<file path="config.mk">
export PLATFORM = sky130hd
export DESIGN_NAME = pmrs_seq
export DESIGN_NICKNAME = d
export VERILOG_FILES = /design/src/pmrs_pkg.sv /design/src/pmrs_seq.sv
export SDC_FILE = /design/constraint.sdc
export NUM_CORES = 1
export LEC_CHECK = 0
export ABC_CLOCK_PERIOD_IN_PS = 2900
export BUFFER_PORTS_ARGS = -buffer_cell sky130_fd_sc_hd__buf_2
export CAP_MARGIN = 20
export CORE_UTILIZATION = 53
export CTS_CLUSTER_SIZE = 40
export DETAILED_ROUTE_END_ITERATION = 10
export PLACE_DENSITY_LB_ADDON = 0.12
export SYNTH_ARGS = -nofsm -noshare
export SYNTH_HDL_FRONTEND = slang
export SYNTH_SLANG_ARGS = --single-unit
export TNS_END_PERCENT = 20
</file>
<file path="constraint.sdc">
create_clock -name CLK_SYS_I -period 2.9 [get_ports CLK_SYS_I]
set_input_delay 0.145 -clock CLK_SYS_I [delete_from_list [all_inputs] [get_ports CLK_SYS_I]]
set_output_delay 0.145 -clock CLK_SYS_I [all_outputs]
set_load 0.05 [all_outputs]
</file>
<file path="src/pmrs_pkg.sv">
// Package with constants and types for the power mode and reset sequencer.
package pmrs_pkg;

    // Register offsets on the plain register port.
    localparam logic [3:0] ADDR_CTRL    = 4'h0;
    localparam logic [3:0] ADDR_STATUS  = 4'h1;
    localparam logic [3:0] ADDR_WAKEUP  = 4'h2;

    // Control register field positions.
    localparam int CTRL_SLEEP_BIT = 0;
    localparam int CTRL_PDOWN_BIT = 1;
    localparam int CTRL_MAINOSC_BIT = 2;

    // Status register field positions.
    localparam int ST_BOD_BIT   = 0;
    localparam int ST_FLASH_BIT = 1;
    localparam int ST_MODE_LSB  = 2;

    // Wake-up cycle counts.
    localparam logic [12:0] IRC_WAKE_CYCLES  = 13'h0004;
    localparam logic [12:0] MAIN_WAKE_CYCLES = 13'h1000;

    // Oscillator and flash start-up times, RC and system clock periods, in nanoseconds.
    localparam int IRC_STARTUP_NS   = 60000;
    localparam int FLASH_STARTUP_NS = 100000;
    localparam int IRC_PERIOD_NS    = 250;
    localparam int CLK_PERIOD_NS    = 8;

    // Cycle counts derived from the times above, least times rounded up.
    localparam int IRC_STARTUP_CYC = (IRC_STARTUP_NS + CLK_PERIOD_NS - 1) / CLK_PERIOD_NS;
    localparam int FLASH_IRC_CYC   = (FLASH_STARTUP_NS + IRC_PERIOD_NS - 1) / IRC_PERIOD_NS;

    // Fixed count of clocks held in reset after all sources release.
    localparam logic [7:0] RESET_HOLD_CYCLES = 8'h40;

    // Address where the processor starts after reset.
    localparam logic [31:0] RESET_VECTOR = 32'h0000_0000;

    // Sequencer states.
    typedef enum logic [5:0] {
        ST_RESET = 6'b000001,
        ST_RUN   = 6'b000010,
        ST_SLEEP = 6'b000100,
        ST_PDOWN = 6'b001000,
        ST_OSCUP = 6'b010000,
        ST_WAKE  = 6'b100000
    } pmrs_state_t;

    // Clock and power gating controls sent to clock generation.
    typedef struct packed {
        logic core_clk_en;
        logic irc_out_en;
        logic irc_power;
        logic rtc_osc_en;
        logic main_osc_en;
        logic pll_power;
        logic pll_connect;
        logic flash_power;
        logic flash_access_en;
        logic pin_hold;
        logic div_clear;
        logic use_irc;
    } pmrs_clkctl_t;

endpackage

</file>
<file path="src/pmrs_seq.sv">
// Power mode, wake-up timing, reset merging and brown-out sequencer.
// Operation
// - Sleep entry stops oscillator and gates all internal clocks.
// - Sleep keeps state, SRAM and freezes pin output levels.
// - Sleep disables internal RC output but keeps it powered.
// - Real-time-clock oscillator keeps running in Sleep for wake-up.
// - Sleep entry powers down and disconnects the PLL.
// - Sleep entry clears core and USB clock dividers to zero.
// - Sleep exits only on reset or a clockless wake interrupt.
// - Flash stays powered during Sleep.
// - Wake from Sleep on internal RC resumes after 4 cycles.
// - Wake from Sleep on main oscillator resumes after 4096 cycles.
// - Power-down does all Sleep actions and also stops RC and flash.
// - Power-down wake waits RC start-up, then 4 RC cycles.
// - Flash wake counter counts RC cycles over flash start-up time.
// - Flash accesses blocked until flash wake counter expires.
// - Chip reset merges pin, dog timer, power-on and brown-out.
// - Reset held until pin released, oscillator up, count done, flash ready.
// - After reset release the processor fetches from address zero.
// - All registers hold reset values when internal reset releases.
// - First brown-out threshold raises interrupt request to controller.
// - First-stage brown-out condition readable in a status register.
// - Second threshold asserts reset until power-on reset takes over.
// - After reset or Power-down exit run on RC with PLL bypassed.
module pmrs_seq
    import pmrs_pkg::*;
(
    input  wire logic        CLK_SYS_I,
    input  wire logic        RST_I,
    input  wire logic        EXT_RESET_I,
    input  wire logic        DOG_TIMER_RESET_I,
    input  wire logic        POWER_ON_RESET_I,
    input  wire logic        BOD_STAGE1_I,
    input  wire logic        BOD_STAGE2_I,
    input  wire logic        OSC_RUNNING_I,
    input  wire logic        FLASH_INIT_DONE_I,
    input  wire logic        IRC_TICK_I,
    input  wire logic        WAKE_IRQ_I,
    input  wire logic [3:0]  REG_ADDR_I,
    input  wire logic [31:0] REG_WDATA_I,
    input  wire logic        REG_WR_I,
    input  wire logic        REG_RD_I,
    output logic [31:0]      REG_RDATA_O,
    output logic             CHIP_RESET_O,
    output logic [31:0]      BOOT_ADDR_O,
    output logic             BOD_IRQ_O,
    output pmrs_clkctl_t     CLKCTL_O
);

    // Sequencer state and counters.
    pmrs_state_t   state_ff;
    pmrs_state_t   nxt_state;
    logic [12:0]   wake_cnt_ff;
    logic [15:0]   osc_cnt_ff;
    logic [15:0]   flash_cnt_ff;
    logic [7:0]    hold_cnt_ff;
    logic          main_src_ff;
    logic          from_pdown_ff;
    logic          flash_ready_ff;
    logic [1:0]    rst_sync_ff;
    logic          req_sleep;
    logic          req_pdown;
    logic          reset_src;

    localparam logic [15:0] IRC_STARTUP_CNT = 16'(IRC_STARTUP_CYC);
    localparam logic [15:0] FLASH_CNT       = 16'(FLASH_IRC_CYC);

    // Any of the four sources, brown-out stage two included, resets the chip.
    assign reset_src = EXT_RESET_I | DOG_TIMER_RESET_I | POWER_ON_RESET_I | BOD_STAGE2_I;

    // Only a write to the control register can request a low-power mode.
    assign req_sleep = REG_WR_I && (REG_ADDR_I == ADDR_CTRL) && REG_WDATA_I[CTRL_SLEEP_BIT];
    assign req_pdown = REG_WR_I && (REG_ADDR_I == ADDR_CTRL) && REG_WDATA_I[CTRL_PDOWN_BIT];

    // Release of the merged source is synchronised so reset drops on an edge.
    always_ff @(posedge CLK_SYS_I or posedge RST_I) begin
        if (RST_I) begin
            rst_sync_ff <= 2'h3;
        end else begin
            rst_sync_ff <= {rst_sync_ff[0], reset_src};
        end
    end

    // State transitions.
    always_comb begin
        nxt_state = state_ff;
        unique case (state_ff)
            ST_RESET: begin
                // Hold until pin released, oscillator up, clocks counted, flash ready.
                if (!rst_sync_ff[1] && OSC_RUNNING_I && FLASH_INIT_DONE_I &&
                    hold_cnt_ff == RESET_HOLD_CYCLES) begin
                    nxt_state = ST_RUN;
                end
            end
            ST_RUN: begin
                if (req_pdown) begin
                    nxt_state = ST_PDOWN;
                end else if (req_sleep) begin
                    nxt_state = ST_SLEEP;
                end
            end
            ST_SLEEP: begin
                if (WAKE_IRQ_I) begin
                    nxt_state = ST_WAKE;
                end
            end
            ST_PDOWN: begin
                if (WAKE_IRQ_I) begin
                    nxt_state = ST_OSCUP;
                end
            end
            ST_OSCUP: begin
                if (osc_cnt_ff == IRC_STARTUP_CNT) begin
                    nxt_state = ST_WAKE;
                end
            end
            ST_WAKE: begin
                if (wake_cnt_ff == (main_src_ff ? MAIN_WAKE_CYCLES : IRC_WAKE_CYCLES)) begin
                    nxt_state = ST_RUN;
                end
            end
            default: begin
                nxt_state = ST_RESET;
            end
        endcase
        if (rst_sync_ff[1]) begin
            nxt_state = ST_RESET;
        end
    end

    // State register.
    always_ff @(posedge CLK_SYS_I or posedge RST_I) begin
        if (RST_I) begin
            state_ff <= ST_RESET;
        end else begin
            state_ff <= nxt_state;
        end
    end

    // Fixed reset hold count restarts while any source is active.
    always_ff @(posedge CLK_SYS_I or posedge RST_I) begin
        if (RST_I) begin
            hold_cnt_ff <= 8'h00;
        end else if (state_ff != ST_RESET || rst_sync_ff[1] || !OSC_RUNNING_I) begin
            hold_cnt_ff <= 8'h00;
        end else if (hold_cnt_ff != RESET_HOLD_CYCLES) begin
            hold_cnt_ff <= hold_cnt_ff + 8'h01;
        end
    end

    // Mode and clock source captured at entry pick the wake count later.
    always_ff @(posedge CLK_SYS_I or posedge RST_I) begin
        if (RST_I) begin
            main_src_ff   <= 1'b0;
            from_pdown_ff <= 1'b0;
        end else if (state_ff == ST_RESET) begin
            main_src_ff   <= 1'b0;
            from_pdown_ff <= 1'b0;
        end else if (state_ff == ST_RUN && (req_sleep || req_pdown)) begin
            // Power-down restarts on the RC, so its wake always uses the short count.
            main_src_ff   <= REG_WDATA_I[CTRL_MAINOSC_BIT] && !req_pdown;
            from_pdown_ff <= req_pdown;
        end
    end

    // Oscillator start-up counter runs on the system clock after Power-down wake.
    always_ff @(posedge CLK_SYS_I or posedge RST_I) begin
        if (RST_I) begin
            osc_cnt_ff <= 16'h0000;
        end else if (state_ff == ST_OSCUP) begin
            osc_cnt_ff <= osc_cnt_ff + 16'h0001;
        end else begin
            osc_cnt_ff <= 16'h0000;
        end
    end

    // Wake counter counts RC ticks or system cycles for the main oscillator.
    always_ff @(posedge CLK_SYS_I or posedge RST_I) begin
        if (RST_I) begin
            wake_cnt_ff <= 13'h0000;
        end else if (state_ff != ST_WAKE) begin
            wake_cnt_ff <= 13'h0000;
        end else if (main_src_ff || IRC_TICK_I) begin
            wake_cnt_ff <= wake_cnt_ff + 13'h0001;
        end
    end

    // Flash wake counter counts RC ticks after leaving Power-down; flash
    // access stays blocked until it expires, even if code already runs.
    always_ff @(posedge CLK_SYS_I or posedge RST_I) begin
        if (RST_I) begin
            flash_cnt_ff   <= 16'h0000;
            flash_ready_ff <= 1'b0;
        end else if (state_ff == ST_RESET) begin
            flash_cnt_ff   <= 16'h0000;
            flash_ready_ff <= FLASH_INIT_DONE_I;
        end else if (state_ff == ST_PDOWN) begin
            flash_cnt_ff   <= 16'h0000;
            flash_ready_ff <= 1'b0;
        end else if (!flash_ready_ff && state_ff != ST_SLEEP) begin
            // Outside reset the flag is only low after Power-down, so a Sleep entered
            // before the count expires must not strand the flash in the blocked state.
            if (flash_cnt_ff == FLASH_CNT) begin
                flash_ready_ff <= 1'b1;
            end else if (IRC_TICK_I) begin
                flash_cnt_ff <= flash_cnt_ff + 16'h0001;
            end
        end
    end

    // Clock, oscillator, PLL and flash controls follow the state.
    always_ff @(posedge CLK_SYS_I or posedge RST_I) begin
        if (RST_I) begin
            CLKCTL_O <= '0;
        end else begin
            CLKCTL_O.rtc_osc_en      <= 1'b1;
            CLKCTL_O.use_irc         <= (nxt_state == ST_RESET) || !main_src_ff;
            CLKCTL_O.pll_power       <= 1'b0;
            CLKCTL_O.pll_connect     <= 1'b0;
            CLKCTL_O.flash_access_en <= flash_ready_ff && nxt_state == ST_RUN;
            unique case (nxt_state)
                ST_SLEEP: begin
                    CLKCTL_O.core_clk_en <= 1'b0;
                    CLKCTL_O.main_osc_en <= 1'b0;
                    CLKCTL_O.irc_out_en  <= 1'b0;
                    CLKCTL_O.irc_power   <= 1'b1;
                    CLKCTL_O.flash_power <= 1'b1;
                    CLKCTL_O.pin_hold    <= 1'b1;
                    CLKCTL_O.div_clear   <= 1'b1;
                end
                ST_PDOWN: begin
                    CLKCTL_O.core_clk_en <= 1'b0;
                    CLKCTL_O.main_osc_en <= 1'b0;
                    CLKCTL_O.irc_out_en  <= 1'b0;
                    CLKCTL_O.irc_power   <= 1'b0;
                    CLKCTL_O.flash_power <= 1'b0;
                    CLKCTL_O.pin_hold    <= 1'b1;
                    CLKCTL_O.div_clear   <= 1'b1;
                end
                ST_OSCUP, ST_WAKE: begin
                    CLKCTL_O.core_clk_en <= 1'b0;
                    CLKCTL_O.main_osc_en <= main_src_ff;
                    CLKCTL_O.irc_out_en  <= 1'b1;
                    CLKCTL_O.irc_power   <= 1'b1;
                    CLKCTL_O.flash_power <= 1'b1;
                    CLKCTL_O.pin_hold    <= 1'b1;
                    CLKCTL_O.div_clear   <= 1'b0;
                end
                default: begin
                    CLKCTL_O.core_clk_en <= (nxt_state == ST_RUN);
                    CLKCTL_O.main_osc_en <= main_src_ff;
                    CLKCTL_O.irc_out_en  <= 1'b1;
                    CLKCTL_O.irc_power   <= 1'b1;
                    CLKCTL_O.flash_power <= 1'b1;
                    CLKCTL_O.pin_hold    <= 1'b0;
                    CLKCTL_O.div_clear   <= (nxt_state == ST_RESET);
                end
            endcase
        end
    end

    // Chip reset and boot address; the reset vector is fixed at address zero.
    always_ff @(posedge CLK_SYS_I or posedge RST_I) begin
        if (RST_I) begin
            CHIP_RESET_O <= 1'b1;
            BOOT_ADDR_O  <= RESET_VECTOR;
        end else begin
            CHIP_RESET_O <= (nxt_state == ST_RESET);
            BOOT_ADDR_O  <= RESET_VECTOR;
        end
    end

    // Brown-out stage one goes to the interrupt controller as a level.
    always_ff @(posedge CLK_SYS_I or posedge RST_I) begin
        if (RST_I) begin
            BOD_IRQ_O <= 1'b0;
        end else begin
            BOD_IRQ_O <= BOD_STAGE1_I;
        end
    end

    // Read data stand one cycle after the read strobe and are zero otherwise.
    always_ff @(posedge CLK_SYS_I or posedge RST_I) begin
        if (RST_I) begin
            REG_RDATA_O <= 32'h0000_0000;
        end else if (REG_RD_I) begin
            unique case (REG_ADDR_I)
                ADDR_CTRL: begin
                    REG_RDATA_O <= 32'({main_src_ff, from_pdown_ff, 1'b0}) << 0;
                end
                ADDR_STATUS: begin
                    REG_RDATA_O <= 32'({state_ff, flash_ready_ff, BOD_STAGE1_I});
                end
                ADDR_WAKEUP: begin
                    REG_RDATA_O <= 32'(wake_cnt_ff);
                end
                default: begin
                    REG_RDATA_O <= 32'h0000_0000;
                end
            endcase
        end else begin
            REG_RDATA_O <= 32'h0000_0000;
        end
    end

endmodule

</file>
Yosys cells after proc, flatten, opt, wreduce, memory -nomap -nowiden
Cells that the tools add are included.

Divide/modulo/power cells: 0. Equal/unequal tests: 23. Order comparisons: 0. Mux-type cells: 34. Multipliers: 0. Shifts and indexed selects: 0. Reduce and logical (&&, ||, !) cells: 31. Add/subtract/negate cells: 4. Bitwise logic cells: 3.

Operators by type and width (count): 2-to-1 mux 16 bit (6); 2-to-1 mux 6 bit (8); 2-to-1 mux 13 bit (3); case mux 13 bit (3 select lines) (1); case mux 6 bit (6 select lines) (1); adder 16 x 1 -> 16 bit, second input constant (2); 2-to-1 mux 32 bit (1); equality test 16 x 13 -> 1 bit, second input constant (1); equality test 16 x 9 -> 1 bit, second input constant (1); 2-to-1 mux 8 bit (2); adder 13 x 1 -> 13 bit, second input constant (1); equality test 13 bit (1); equality test 6 x 1 -> 1 bit, second input constant (2); equality test 6 x 2 -> 1 bit, second input constant (2); equality test 6 x 3 -> 1 bit, second input constant (2); equality test 6 x 4 -> 1 bit, second input constant (2); equality test 6 x 5 -> 1 bit, second input constant (2); equality test 6 bit, second input constant (2); logical AND 1 bit (10); 2-to-1 mux 1 bit (10); case mux 3 bit (3 select lines) (1); nonzero test 3 bit (3); adder 8 x 1 -> 8 bit, second input constant (1); equality test 8 x 7 -> 1 bit, second input constant (1); other kinds (16) (29).

Bits of input ports: 49. Logic and storage cells: 117. Output and inout port bits: 78. Memories: 0. Latch bits: 0. Memory bits (writable): 0. Register bits after elaboration: 108. Bits in read-only memories: 0.

Logic depth before layout (Yosys ltp)
Word-level depth: 10. Gate-level depth with buffers: 8. Depth with buffers taken out: 7.

Worst setup path before layout
OpenSTA, ideal clock, no wires.

Kind: register to register. From: register state_ff[0]. To: register flash_cnt_ff[11]. Arrival time: 2000 ps. Stages on the path, launching flop included: 8. Setup time: 67 ps. Data required time: 2833 ps. Clock period less this slack: 2067 ps. Buffers on the path: 2. Setup slack: 833 ps. Cells stage by stage: dfstp_2 > clkbuf_1 > or4_1 > buf_2 > o211a_2 > nand3_1 > or4b_2 > nand2_1.

Longest elaborated chain between the ends: 4. Elaborated cells on any way between the ends: 10. Classes of those cells: eq/ne: 4; mux: 2; reduce/logical: 4.

RTL lines: from (decl) (line pmrs_seq.sv:51) `pmrs_state_t state_ff;`; from (signal assigned) (line pmrs_seq.sv:136) `state_ff <= nxt_state;`; != test 6 x 3 -> 1 bit (line pmrs_seq.sv:200) `end else if (!flash_ready_ff && state_ff != ST_SLEEP) begin`; logical AND 1 bit (line pmrs_seq.sv:200); nonzero test 3 bit (no source line); AND reduction 3 bit (no source line); to (signal assigned) (line pmrs_seq.sv:206) `flash_cnt_ff <= flash_cnt_ff + 16'h0001;`; to (decl) (line pmrs_seq.sv:55) `logic [15:0] flash_cnt_ff;`.

Parallel ways exist; a longest one is shown, timed or not. A chain may end at the register's enable or synchronous reset.

Final worst setup path
From: register state_ff[2]. To: register CLKCTL_O[4] (netlist bit).

Longest elaborated chain between the ends: 6. Elaborated cells on any way between the ends: 17. Classes of those cells: eq/ne: 7; mux: 10.

RTL lines: 2-to-1 mux 6 bit (line pmrs_seq.sv:98) `end else if (req_sleep) begin`; 2-to-1 mux 6 bit (line pmrs_seq.sv:96) `if (req_pdown) begin`; case mux 6 bit (6 select lines) (*) (line pmrs_seq.sv:87) `unique case (state_ff)`; 2-to-1 mux 6 bit (*) (line pmrs_seq.sv:126) `if (rst_sync_ff[1]) begin`; equality test 6 x 4 -> 1 bit (*) (line pmrs_seq.sv:221) `unique case (nxt_state)`; 2-to-1 mux 1 bit (*) (line pmrs_seq.sv:221); to (decl) (line pmrs_seq.sv:47) `output pmrs_clkctl_t CLKCTL_O`.

Every way passes the cells marked *; elsewhere a longest branch is shown, timed or not.

==> summary.txt <==
Die
  – Die span in x: 97.1 um
  – Initial core utilization: 0.550
  – Core Region: between 8000 and 9000 um2
  – Die height: about 97 um
  – DIE AREA: approximately 9400 um2
  – Ports: between 100 and 150
  – Num rows: 34

Synth
  – Most frequent cell after synthesis: dfrtp_1
  – Yosys top cell by area: dfrtp_1
  – Post-Syn Area: about 4800 um2
  – Synth cell count leaders: 85 x dfrtp_1, 60 x nor2_1, 54 x buf_4
  – Prevailing post-synth register cell: dfrtp_1
  – Synth unique cells: 60
  – Register bit total from synthesis: between 80 and 90
  – Ys async rst share: 1.00
  – Ys Warns: 0
  – Top cells by area, synth: dfrtp_1 44%, buf_4 8.5%, nor2_1 4.7%, xor2_1 3.1%, nand2_1 2.8%
  – Post-synth top area share: 0.443
  – Register area share after synthesis: 0.465
  – Mapped Cells: 508
  – Avg Cell Area, Syn: between 9 and 10 um2
  – Post-synth EDFFs: 0

Place
  – DP HPWL: roughly 6700 um
  – Final RePlAce weighted congestion: roughly 0.8
  – Cell Area, Placed: between 4000 and 5000 um2
  – IO buf count: 44

Pwr
  – Maximum vdd ir drop: between 0.2 and 0.25 mV
  – Leakage: around 2.2 nW
  – Power per Cell Area: between 400 and 500 nW/um2

Global route
  – Vias in the first global route: approximately 3,400
  – Global Route Usage Sum: 0.209
  – Largest net degree at the start of global routing: 48
  – GR Overflow Total: 0
  – Antenna violations before repair: 0
  – Global-route wire length before repair: between 15,000 and 20,000 um

Clocking
  – TritonCTS clock tree: done
  – Clock buffer depth: 2
  – Sink Count: around 90
  – H-tree Lvls: 3
  – Post-CTS Setup Bufs: 0
  – Skew-Pair Late Insertion Delay: about 0.35 ns
  – Cts bufs inserted: 9
  – Clk root buf: clkbuf_8
  – Worst-path clk slew: 0.09 ns

Timing
  – Final Setup Violations: 0
  – F_max: 417 MHz
  – Slew headroom: 0.418
  – Post-layout min period: 2.40 ns
  – RSZ-0062 raised after global routing: no
  – Final Max Slew Viols: 0
  – Hold Vio Cnt, Final: 0
  – Worst-margin pin slew: 0.868 ns
  – Clock Skews: about 0.010 ns
  – Fin crit share: 0.826
  – Setup tns final: 0 ns

Job
  – Max-cap violations: 0

Worst hold path
  – Hold crit path type: input pin to flip-flop
  – Hold depth: 3
  – Hold Path Sink: main_src_ff$_DFFE_PP0P_
  – Hold Crit Start: REG_WDATA_I[2]

Critical path
  – Startpoint types: flip-flop
  – Worst EP arrival: 2.64 ns
  – Reg2Reg Setup Slack: between 0.5 and 0.6 ns
  – Critical Path RT: ~3.1 ns
  – Crit path max fanout: 15
  – R2r endpoint: CLKCTL_O[4]$_DFF_PP0_
  – Reg2reg start: state_ff[2]$_DFF_PP0_
  – Crit. End Element: flip-flop
  – Worst Reg-to-Reg Cells: 5
  – Setup CP Type: flip-flop to flip-flop

Route
  – Antenna viol nets, final: 0
  – Routed Wire Length: about 9200 um
  – DRC violations left: 0
  – First-pass DRT Iterations: 4
  – Number of DRC markers in iteration 0: 165
  – Wirelength per Cell: 13.8 um
  – Via count: ~3,600
  – Vias per Instance: around 5.3

Layout
  – Final #Nets: 612
  – ANT cells: 0
  – Final instance area: about 5200 um2
  – Share of post-route cells with drive strength above 1: 0.146
  – Area growth, synth to finish: 7.59%

Run status
  – Outcome: complete, no violations
-- flip-flops by register name (all words and copies together) (netlist names) --
register / flops
REG_RDATA_O: 13
CLKCTL_O: 10
CHIP_RESET_O: 1
BOD_IRQ_O: 1
from_pdown_ff: 1
flash_cnt_ff: 16
state_ff: 6
main_src_ff: 1
osc_cnt_ff: 16
rst_sync_ff: 2
flash_ready_ff: 1
wake_cnt_ff: 13
hold_cnt_ff: 8
-- repair_timing --
action | CTS | global route
gates resized for setup | 0 | 0
hold buffers | 4 | 0
endpoints found under the hold margin | 45 | 0
-- power by group --
group | switching, mW | leakage [nW] | internal, mW
sequential | 0.00123 | 1.20 | 1.24
combinational | 0.206 | 0.921 | 0.0259
clock | 0.435 | 0.0919 | 0.361
total | 0.642 | 2.21 | 1.63
-- worst max-delay path by stage --
| stage | cells after the start | startpoint | to |
|---|---|---|---|
| CTS | 5 | state_ff[2]$_DFF_PP0_ | CLKCTL_O[4]$_DFF_PP0_ |
| global route | 5 | state_ff[2]$_DFF_PP0_ | CLKCTL_O[9]$_DFF_PP0_ |
| detailed placement | 5 | state_ff[2]$_DFF_PP0_ | CLKCTL_O[4]$_DFF_PP0_ |
| floorplan | 1 | RST_I | BOD_IRQ_O$_DFF_PP0_ |
| finish | 5 | state_ff[2]$_DFF_PP0_ | CLKCTL_O[4]$_DFF_PP0_ |
| global placement | 5 | state_ff[2]$_DFF_PP0_ | CLKCTL_O[4]$_DFF_PP0_ |
-- per-stage QoR --
step           hold slack, ns  utilization  setup WS, ns  cells  total power [mW]
2_1_floorplan           0.176            -         0.455    560              1.52
3_3_place_gp            0.282        0.566         0.541    648              1.50
3_5_place_dp            0.283        0.566         0.495    648              1.50
4_1_cts                0.0480        0.592         0.484    668              2.31
5_1_grt                0.0574        0.592         0.269    668              2.37
6_report               0.0603        0.592         0.504    668              2.27
-- layer usage --
layer  wire length, um  track usage  up-vias
met5                 0            0        -
met2              4470        0.348       83
li1                  -            -     1745
met1              4250        0.279     1722
met3               390       0.0417        8
met4                91       0.0608        0
-- cell type report --
| type | instances | area, um2 |
|---|---|---|
| clock buffers | 11 | 151 |
| well taps | 108 | 135 |
| repair buffers | 53 | 310 |
| inverters | 16 | 61.3 |
| flip-flops and latches | 89 | 2230 |
| clock inverters | 5 | 37.5 |
| fillers | 758 | 3560 |
| multi-input cells | 386 | 2230 |
-- placed cells by master, fill, tap and decap left out, types with 3 or more instances in the layout --
cell type / n
clkbuf_8: 11
a311o_1: 3
o21ai_0: 13
nor2b_1: 4
buf_4: 4
conb_1: 54
a22oi_1: 7
nor2_1: 60
nand2_1: 36
or3_1: 15
dfrtp_1: 85
a311oi_1: 3
dlygate4sd3_1: 4
ha_1: 8
a21oi_1: 23
or4_1: 6
o21ai_1: 4
buf_2: 44
nand2b_1: 7
nor4_1: 7
nand4_1: 15
nand3_1: 16
inv_1: 15
and2_1: 10
and3_1: 9
nor4b_1: 3
xnor2_1: 14
nor3_1: 13
mux2i_1: 4
dfstp_2: 4
xor2_1: 17
-- cells by family after synthesis --
family                     share of synthesized area
and+or+nand+nor                                0.240
DFF                                            0.465
buffers and inverters                          0.110
AOI/OAI and AO/OA                             0.0955
xor gates and xnor gates                      0.0566
adders and majority gates                     0.0209
muxes                                         0.0107
other                                        0.00157
-- worst max-delay path, stage by stage (launching register included) --
cell and delay [ns]:
dfrtp_1 0.53, nand2b_1 0.30, a311o_1 0.40, a311oi_1 0.34, o21ai_1 0.34, a311o_1 0.38
Note: power is estimated with default switching activity, not from simulation.
